[src/design/protect_pkg.sv]
/*
  Shared constants and types for the sector protection block: opcodes,
  status byte layout, global action codes, link states and pin bundle.
  Assumes a single 25 MHz core clock and a serial link sampled by it.
*/
package protect_pkg;

  // Command opcodes, one byte each, most significant bit first.
  localparam logic [7:0] CMD_WRITE_STATUS     = 8'h01;
  localparam logic [7:0] CMD_READ_STATUS      = 8'h05;
  localparam logic [7:0] CMD_READ_PROTECTION  = 8'h3C;
  localparam logic [7:0] CMD_PROTECT_SECTOR   = 8'h36;
  localparam logic [7:0] CMD_UNPROTECT_SECTOR = 8'h39;

  // Status byte layout.
  localparam int LOCK_POS    = 7;
  localparam int WP_POS      = 4;
  localparam int SUMMARY_LSB = 2;
  localparam int GLOBAL_LSB  = 2;

  // Software protection summary encodings.
  localparam logic [1:0] SUMMARY_NONE = 2'h0;
  localparam logic [1:0] SUMMARY_SOME = 2'h1;
  localparam logic [1:0] SUMMARY_ALL  = 2'h3;

  // Global action codes found in status write bits 5 to 2.
  localparam logic [3:0] GLOBAL_UNPROTECT = 4'h0;
  localparam logic [3:0] GLOBAL_PROTECT   = 4'hF;

  // Reset values.
  localparam logic LOCK_RESET = 1'b0;
  localparam logic FLAG_RESET = 1'b0;

  // Address framing.
  localparam int ADDR_BYTES = 3;
  localparam int SECTOR_LSB = 16;

  // Link protocol states.
  typedef enum logic [2:0] {
    S_CMD, S_ADDR, S_WDATA, S_STAT, S_SPR, S_SKIP
  } link_state_type;

  // What the address phase is for.
  typedef enum logic [1:0] {
    OP_READ, OP_PROTECT, OP_UNPROTECT
  } sector_op_type;

  // Serial pins that cross into the core clock domain.
  typedef struct packed {
    logic cs_n;
    logic sck;
    logic si;
    logic wp_n;
  } pins_type;

  localparam pins_type PINS_IDLE = '{cs_n: 1'b1, sck: 1'b0, si: 1'b0, wp_n: 1'b1};

endpackage

[src/design/pin_sync.sv]
/*
  Two flip-flop synchroniser for a bundle of asynchronous inputs.
  Assumes the inputs change slowly compared with the core clock.
*/
`timescale 1ns/1ns
module pin_sync #(
  parameter int                 WIDTH     = 4,
  parameter logic [WIDTH-1:0]   RESET_VAL = '0
) (
  // Clock and reset.
  input  wire logic             ref_clk,
  input  wire logic             arst_n,
  // Asynchronous inputs and their synchronised copy.
  input  wire logic [WIDTH-1:0] async_in,
  output logic      [WIDTH-1:0] sync_out
);

  logic [WIDTH-1:0] meta;

  // The first stage feeds only the second one.
  always_ff @(posedge ref_clk or negedge arst_n) begin
    if (!arst_n) begin
      meta     <= RESET_VAL;
      sync_out <= RESET_VAL;
    end else begin
      meta     <= async_in;
      sync_out <= meta;
    end
  end

endmodule // pin_sync

[src/design/sector_flags.sv]
/*
  Bank of per-sector protection flags with global set and clear,
  single flag update, registered read and registered summary.
  Assumes at most one update request per cycle; global ops win.
*/
`timescale 1ns/1ns
module sector_flags
  import protect_pkg::*;
#(
  parameter int COUNT = 64,
  parameter int IDX_W = 6
) (
  // Clock and reset.
  input  wire logic             ref_clk,
  input  wire logic             arst_n,
  // Update requests.
  input  wire logic             set_all,
  input  wire logic             clr_all,
  input  wire logic             wr_en,
  input  wire logic [IDX_W-1:0] wr_idx,
  input  wire logic             wr_val,
  // Read port and summary.
  input  wire logic [IDX_W-1:0] rd_idx,
  output logic                  rd_flag,
  output logic                  all_set,
  output logic                  any_set
);

  if (COUNT != (1 << IDX_W)) begin : g_check
    $error("sector_flags: COUNT must equal two to the power IDX_W");
  end

  logic [COUNT-1:0] flags;
  logic [COUNT-1:0] next_flags;

  // Next flag values: global actions override a single update.
  always_comb begin
    next_flags = flags;
    if (set_all) begin
      next_flags = '1;
    end else if (clr_all) begin
      next_flags = '0;
    end else if (wr_en) begin
      next_flags[wr_idx] = wr_val;
    end
  end

  // Flags, read data and summary all come from flip-flops.
  always_ff @(posedge ref_clk or negedge arst_n) begin
    if (!arst_n) begin
      flags   <= {COUNT{FLAG_RESET}};
      rd_flag <= FLAG_RESET;
      all_set <= FLAG_RESET;
      any_set <= FLAG_RESET;
    end else begin
      flags   <= next_flags;
      rd_flag <= flags[rd_idx];
      all_set <= &flags;
      any_set <= |flags;
    end
  end

endmodule // sector_flags

[src/design/sector_protection_control.sv]
/*
  Sector protection control behind a mode 0/3 serial slave link:
  status write decode with global protect and unprotect, lock bit with
  soft and hard locking, status read and sector protection read.
  Assumes the link pins are asynchronous and the serial clock runs well
  below a quarter of ref_clk, so each edge is seen by the core clock.
*/
`timescale 1ns/1ns
module sector_protection_control
  import protect_pkg::*;
#(
  parameter int SECTORS  = 64,
  parameter int SECT_W   = 6
) (
  // Clock and reset.
  input  wire logic       ref_clk,
  input  wire logic       arst_n,
  // Serial link pins.
  input  wire logic       cs_n,
  input  wire logic       sck,
  input  wire logic       si,
  output logic            so,
  output logic            so_oe,
  // Write-protect pin, active low.
  input  wire logic       wp_n,
  // Status seen by the rest of the device.
  output logic            protection_lock_bit,
  output logic [1:0]      software_protection_summary
);

  if (SECTOR_LSB + SECT_W > 8 * ADDR_BYTES) begin : g_check
    $error("sector_protection_control: sector index exceeds the address");
  end

  pins_type            pins_raw;
  pins_type            pins;
  logic                sck_d;
  logic                sck_rise;
  logic                sck_fall;
  logic                cs_idle;
  link_state_type      state;
  link_state_type      next_state;
  sector_op_type       op;
  sector_op_type       next_op;
  logic [2:0]          bit_cnt;
  logic [2:0]          next_bit_cnt;
  logic [1:0]          byte_cnt;
  logic [1:0]          next_byte_cnt;
  logic [7:0]          shift;
  logic [7:0]          next_shift;
  logic [23:0]         addr;
  logic [23:0]         next_addr;
  logic [2:0]          out_cnt;
  logic [2:0]          next_out_cnt;
  logic [7:0]          out_shift;
  logic [7:0]          next_out_shift;
  logic                next_so;
  logic                next_so_oe;
  logic                lock;
  logic                next_lock;
  logic [7:0]          in_byte;
  logic [23:0]         full_addr;
  logic                byte_done;
  logic                hard_lock;
  logic                wr_fire;
  logic                set_all;
  logic                clr_all;
  logic                sect_wr;
  logic                bank_rd;
  logic                all_set;
  logic                any_set;
  logic [7:0]          status_byte;
  logic [7:0]          src_byte;

  // Bring the link pins and the write-protect pin into the core domain.
  assign pins_raw = '{cs_n: cs_n, sck: sck, si: si, wp_n: wp_n};

  pin_sync #(
    .WIDTH     (4),
    .RESET_VAL (PINS_IDLE)
  ) u_sync (
    .ref_clk  (ref_clk),
    .arst_n   (arst_n),
    .async_in (pins_raw),
    .sync_out (pins)
  );

  // Serial clock edges and framing seen on the synchronised copies.
  assign sck_rise  = pins.sck & ~sck_d;
  assign sck_fall  = ~pins.sck & sck_d;
  assign cs_idle   = pins.cs_n;
  assign in_byte   = {shift[6:0], pins.si};
  assign byte_done = (bit_cnt == 3'h7);
  assign full_addr = {addr[15:0], in_byte};
  assign hard_lock = lock & ~pins.wp_n;

  // Summary and status byte; written bits 5 to 2 are never echoed back.
  always_comb begin
    if (all_set) begin
      software_protection_summary = SUMMARY_ALL;
    end else if (any_set) begin
      software_protection_summary = SUMMARY_SOME;
    end else begin
      software_protection_summary = SUMMARY_NONE;
    end
    status_byte                            = '0;
    status_byte[LOCK_POS]                  = lock;
    status_byte[WP_POS]                    = pins.wp_n;
    status_byte[SUMMARY_LSB +: 2]          = software_protection_summary;
    src_byte = (state == S_SPR) ? {8{bank_rd}} : status_byte;
  end

  // Status write decode: lock bit update and global actions.
  always_comb begin
    wr_fire   = ~cs_idle & sck_rise & (state == S_WDATA) & byte_done & ~hard_lock;
    next_lock = lock;
    set_all   = 1'b0;
    clr_all   = 1'b0;
    if (wr_fire) begin
      next_lock = in_byte[LOCK_POS];
      if (!lock) begin
        set_all = (in_byte[GLOBAL_LSB +: 4] == GLOBAL_PROTECT);
        clr_all = (in_byte[GLOBAL_LSB +: 4] == GLOBAL_UNPROTECT);
      end
    end
  end

  // Link protocol: command, address, data and output phases.
  always_comb begin
    next_state     = state;
    next_op        = op;
    next_bit_cnt   = bit_cnt;
    next_byte_cnt  = byte_cnt;
    next_shift     = shift;
    next_addr      = addr;
    next_out_cnt   = out_cnt;
    next_out_shift = out_shift;
    next_so        = so;
    next_so_oe     = so_oe;
    sect_wr        = 1'b0;
    if (cs_idle) begin
      next_state    = S_CMD;
      next_bit_cnt  = '0;
      next_byte_cnt = '0;
      next_out_cnt  = '0;
      next_so_oe    = 1'b0;
    end else if (sck_rise) begin
      next_shift   = in_byte;
      next_bit_cnt = bit_cnt + 3'h1;
      case (state)
        S_CMD: begin
          if (byte_done) begin
            next_out_cnt = '0;
            case (in_byte)
              CMD_READ_STATUS:     next_state = S_STAT;
              CMD_READ_PROTECTION: begin
                next_state = S_ADDR;
                next_op    = OP_READ;
              end
              CMD_PROTECT_SECTOR: begin
                next_state = S_ADDR;
                next_op    = OP_PROTECT;
              end
              CMD_UNPROTECT_SECTOR: begin
                next_state = S_ADDR;
                next_op    = OP_UNPROTECT;
              end
              CMD_WRITE_STATUS: next_state = hard_lock ? S_SKIP : S_WDATA;
              default:          next_state = S_SKIP;
            endcase
          end
        end
        S_ADDR: begin
          if (byte_done) begin
            next_addr     = full_addr;
            next_byte_cnt = byte_cnt + 2'h1;
            if (byte_cnt == 2'(ADDR_BYTES - 1)) begin
              if (op == OP_READ) begin
                next_state = S_SPR;
              end else begin
                sect_wr    = ~lock;
                next_state = S_SKIP;
              end
            end
          end
        end
        S_WDATA: begin
          if (byte_done) begin
            next_state = S_SKIP;
          end
        end
        default: ;
      endcase
    end else if (sck_fall && (state == S_STAT || state == S_SPR)) begin
      // Output bits change on the falling edge; bytes repeat with fresh data.
      next_so_oe   = 1'b1;
      next_out_cnt = out_cnt + 3'h1;
      if (out_cnt == 3'h0) begin
        next_so        = src_byte[7];
        next_out_shift = {src_byte[6:0], 1'b0};
      end else begin
        next_so        = out_shift[7];
        next_out_shift = {out_shift[6:0], 1'b0};
      end
    end
  end

  // Register the link and lock state.
  always_ff @(posedge ref_clk or negedge arst_n) begin
    if (!arst_n) begin
      sck_d     <= 1'b0;
      state     <= S_CMD;
      op        <= OP_READ;
      bit_cnt   <= '0;
      byte_cnt  <= '0;
      shift     <= '0;
      addr      <= '0;
      out_cnt   <= '0;
      out_shift <= '0;
      so        <= 1'b0;
      so_oe     <= 1'b0;
      lock      <= LOCK_RESET;
    end else begin
      sck_d     <= pins.sck;
      state     <= next_state;
      op        <= next_op;
      bit_cnt   <= next_bit_cnt;
      byte_cnt  <= next_byte_cnt;
      shift     <= next_shift;
      addr      <= next_addr;
      out_cnt   <= next_out_cnt;
      out_shift <= next_out_shift;
      so        <= next_so;
      so_oe     <= next_so_oe;
      lock      <= next_lock;
    end
  end

  assign protection_lock_bit = lock;

  // One flag per sector, chosen by the upper address bits.
  sector_flags #(
    .COUNT (SECTORS),
    .IDX_W (SECT_W)
  ) u_flags (
    .ref_clk (ref_clk),
    .arst_n  (arst_n),
    .set_all (set_all),
    .clr_all (clr_all),
    .wr_en   (sect_wr),
    .wr_idx  (full_addr[SECTOR_LSB +: SECT_W]),
    .wr_val  (op == OP_PROTECT),
    .rd_idx  (addr[SECTOR_LSB +: SECT_W]),
    .rd_flag (bank_rd),
    .all_set (all_set),
    .any_set (any_set)
  );

  // Checks that tie outputs to their causes.
  a_global_unprotect: assert property (@(posedge ref_clk) disable iff (!arst_n)
    wr_fire && !lock && in_byte == 8'h00 |=> !lock ##1 software_protection_summary == SUMMARY_NONE)
    else $error("global unprotect did not clear every flag");

  a_global_protect: assert property (@(posedge ref_clk) disable iff (!arst_n)
    wr_fire && !lock && in_byte == 8'h7F |=> !lock ##1 software_protection_summary == SUMMARY_ALL)
    else $error("global protect did not set every flag");

  a_lock_with_protect: assert property (@(posedge ref_clk) disable iff (!arst_n)
    wr_fire && !lock && in_byte == 8'hFF |=> lock ##1 software_protection_summary == SUMMARY_ALL)
    else $error("write of FFh did not protect and lock");

  a_soft_lock_hold: assert property (@(posedge ref_clk) disable iff (!arst_n)
    lock && pins.wp_n && wr_fire |-> !set_all && !clr_all)
    else $error("global action taken while soft locked");

  a_soft_unlock: assert property (@(posedge ref_clk) disable iff (!arst_n)
    lock && pins.wp_n && wr_fire && !in_byte[7] |=> !lock)
    else $error("soft lock not released by bit 7 at zero");

  a_lock_only: assert property (@(posedge ref_clk) disable iff (!arst_n)
    wr_fire && !lock && in_byte == 8'hF0 |-> !set_all && !clr_all && !sect_wr ##1 lock)
    else $error("write of F0h changed flags or failed to lock");

  a_decode_only: assert property (@(posedge ref_clk) disable iff (!arst_n)
    wr_fire && in_byte[5:2] != 4'h0 && in_byte[5:2] != 4'hF |-> !set_all && !clr_all)
    else $error("partial global code caused an action");

  a_hard_lock: assert property (@(posedge ref_clk) disable iff (!arst_n)
    lock && !pins.wp_n && !cs_idle |=> lock && !$past(sect_wr) && !$past(set_all))
    else $error("hard lock let the lock bit or flags change");

  a_spr_repeat: assert property (@(posedge ref_clk) disable iff (!arst_n)
    state == S_SPR && sck_fall && !cs_idle |=> so == $past(bank_rd) && so_oe)
    else $error("sector flag byte not driven on serial out");

  a_release_out: assert property (@(posedge ref_clk) disable iff (!arst_n)
    cs_idle |=> !so_oe)
    else $error("serial out still driven after chip select rose");

endmodule // sector_protection_control

[config.mk]
export PLATFORM = sky130hd
export DESIGN_NAME = sector_protection_control
export DESIGN_NICKNAME = d
export VERILOG_FILES = /design/src/design/protect_pkg.sv /design/src/design/pin_sync.sv /design/src/design/sector_flags.sv /design/src/design/sector_protection_control.sv
export SDC_FILE = /design/constraint.sdc
export NUM_CORES = 1
export LEC_CHECK = 0
export ABC_AREA = 1
export BUFFER_PORTS_ARGS = -buffer_cell sky130_fd_sc_hd__buf_2
export CAP_MARGIN = 40
export CORE_ASPECT_RATIO = 1.2
export CORE_MARGIN = 4
export CORE_UTILIZATION = 53
export CTS_CLUSTER_DIAMETER = 150
export CTS_CLUSTER_SIZE = 8
export DETAILED_ROUTE_END_ITERATION = 10
export PLACE_DENSITY = 0.71
export SETUP_SLACK_MARGIN = 0.05
export SYNTH_ARGS = -nofsm -noshare
export SYNTH_HDL_FRONTEND = slang
export SYNTH_SLANG_ARGS = --single-unit
[constraint.sdc]
create_clock -name ref_clk -period 2.7 [get_ports ref_clk]
set_clock_uncertainty 0.2 [all_clocks]
set_input_delay 0.405 -clock ref_clk [delete_from_list [all_inputs] [get_ports ref_clk]]
set_output_delay 0.405 -clock ref_clk [all_outputs]
set_load 0.05 [all_outputs]
==> results.toml <==
[sta]
maxSlewViolCount = 0
tns_ps = 0
period_needed_ps = 2340
slew_headroom_pct = 54.3
postLayoutSetupSlackWorst_ps = 363
worst_slew_pin_slew_ps = 679
max_clock_freq_mhz = 428
fin_crit_sh_pct = 86.6
setup_violations = 0
hold_viol = 0
whs_ps = 149
rsz0062_at_grt = "false"

[clocking]
cts_root_buf = "clkbuf_16"
post_cts_buffers = 0
cts_inserted_buffers = 17
clk_pin_slew_ps = 60
postCtsResizedCells = 0
cts_tree = "yes"
clockBufferDepth = 2
htreeDepth = 4
cts.sinks = 124
clock_latency_ps = 420

[run]
maxCapViolations = 0

[cells_and_area]
layout.nets = 947
drive_gt1_share_pct = 8.22
fin_area_um2 = 8030
final_cell_count_no_fill = 1117
num_antenna_cells = 0
areaGrowthSynthToFinish_pct = 11.9
fin_util_pct = 60.6

[synthesis]
synthFlopType = "dfrtp_1"
synth_commonest_cells = "nand3_1, nand2_1, dfrtp_1"
synth_warnings = 0
netlist_area_um2 = 7170
syn-num-nets = 957
ys_ff_latch = 124
synth.most_common_cell = "nand3_1"
synth_compound_area_share_pct = 4.43
synthMuxAreaShare_pct = 0
async_flop_share_pct = 100
syn_inst = 946
synth_top_family_by_area = "simple AND/OR/NAND/NOR gates"
yosys.area.top_type = "dfrtp_1"
synth_edf_count = 0
synth_top_area_share_pct = 41.9
yosys-top-cells-area = "dfrtp_1, nand3_1, nand2_1"
synthXorXnorAreaFrac_pct = 0
synth_area_per_cell_um2 = 7.58
yosysSeqAreaShare_pct = 43.3
synth-simple-area-share_pct = 44.2
synth_fa_ha_area_share_pct = 0.872
yosys.cell_types.count = 32

[pwr]
vdd_ir_drop_max_v = 0.000481
power_frac_seq_pct = 42.5
p_sw_uw = 978
comb_power_share_pct = 3.8
power_density_nw_per_um2 = 565
swShare_pct = 21.6
p_int_mw = 3.56
clkPwrFrac_pct = 53.7
leakage_nw = 3.56
p_total_mw = 4.54

[floorplanning]
coreArea_um2 = 13200
start_util_pct = 54.2
die_area_um2 = 15500
pin_count = 11
die_h_um = 135
die_w_um = 114
core.rowCount = 46

[placement]
place_ws_ps = 393
placed_area_um2 = 7350
dp_hpwl_um = 12300
gp_congestion = 0.846
placed_cells = 1080
numPortBuffers = 10

[worst_setup_path]
path_cells = "ha_1 -> ha_1 -> nand2_2 -> nor2_4 -> nand2_2 -> nor2_4 -> nand2_1 -> nand3_1 -> nand3_1"
crit_slowest_cell = "nor2_4"
cp.arrival_ps = 2420
path_buf_inv = 0
cp-start-kind = "flop"
crit_type = "reg2reg"
worstPathMaxFanout = 16
cp.required_ps = 2780
critPathTopFamily = "simple AND/OR/NAND/NOR gates"
r2r_slack_ps = 360
end_kind = "flop"
cp_slowest_stage_delay_ps = 470

[routing]
drt_iter0_markers = 732
drcViolationCount = 0
ant_nets = 0
wirelength_um = 19900
viasPerCell = 6.26
dr.pass1.iters = 5
vias = 6987
post_drt_wl_per_cell_um = 17.8

[global_routing]
grt_util_all_layers_pct = 26.6
grt_first_pass_wirelength_um = 32500
grt_pass1_vias = 6380
grt-ovfl-total = 0
grt_max_degree = 65
antenna_found_initial = 0

[worst_hold_path]
hp-class = "reg2reg"

[run_status]
status = "finished, final reports clean"
==> kinds of logic (layout without fill, tap and decap cells) <==
family                     Yosys count  in the layout
and+or+nand+nor                    637            637
DFF                                124            124
adders and majority gates            5              5
buffers and inverters              123            126
AOI/OAI and AO/OA                   57             57
==> power by group through the flow <==
| stage | Sequential [mW] | Combinational, mW | Clock, mW |
|---|---|---|---|
| 2_1_floorplan | 1.95 | 0.0896 | 0 |
| 3_3_place_gp | 1.96 | 0.164 | 0 |
| 3_5_place_dp | 1.96 | 0.168 | 0 |
| 4_1_cts | 1.93 | 0.175 | 2.46 |
| 5_1_grt | 1.93 | 0.199 | 2.55 |
| 6_report | 1.93 | 0.173 | 2.44 |
==> routing by layer <==
metal | GRT usage, % | up-vias | share of wire (%)
li1 | - | 3304 | -
met1 | 33.1 | 3364 | 41
met2 | 44.3 | 281 | 49
met3 | 6.12 | 38 | 6.4
met4 | 11.4 | 0 | 3.4
met5 | 0 | - | 0
==> cells in the final DEF (no fill, tap or decap), drive strengths merged <==
cell type	netlist	final
a21boi	1	1
a21oi	4	4
a22o	2	2
and3b	1	1
buf	26	29
bufinv	0	4
clkbuf	37	25
clkinv	2	4
clkinvlp	0	1
dfrtp	120	120
dfstp	4	4
dlygate4sd3	0	5
ha	5	5
inv	58	58
nand2	184	184
nand3	237	237
nand3b	33	33
nand4	55	55
nor2	67	67
nor3	7	7
nor4	52	52
o2111ai	1	1
o211ai	2	2
o21a	1	1
o21ai	43	43
o22ai	3	3
or2	1	1
==> path summary, 6_finish.rpt <==
| check | startpoint | to | cells after the start |
|---|---|---|---|
| worst max-delay path | bit_cnt[1] | u_flags.flags[43] | 9 |
| worst min-delay path | u_sync.meta[1] | u_sync.sync_out[1] | 0 |
| worst max register to register | bit_cnt[1] | u_flags.flags[43] | 9 |
| worst min register to register | u_sync.meta[1] | u_sync.sync_out[1] | 0 |
| max in group asynchronous | arst_n | u_sync.sync_out[0] | 3 |
| min in group asynchronous | arst_n | u_flags.flags[35] | 2 |
==> registers in the layout (all words and copies together) (netlist names) <==
signal               count
u_flags.flags           64
addr                    18
out_shift                7
shift                    7
u_sync.meta              4
u_sync.sync_out          4
bit_cnt                  3
out_cnt                  3
state                    3
byte_cnt                 2
op                       2
protection_lock_bit      1
sck_d                    1
so                       1
so_oe                    1
u_flags.all_set          1
u_flags.any_set          1
u_flags.rd_flag          1
==> cell type report <==
cell class,count,area (um2)
fill,1229,5210
sequential,124,3110
timing repair buffer,34,303
clock buffer,25,485
multi-input combinational,699,3560
tap,168,210
clock inverter,7,138
inverter,60,225
==> repair_timing <==
action | CTS | global route
endpoints found under the hold margin | 25 | 0
setup endpoints to repair | 0 | 0
hold buffers | 5 | 0
(Power assumes the default switching activity.)
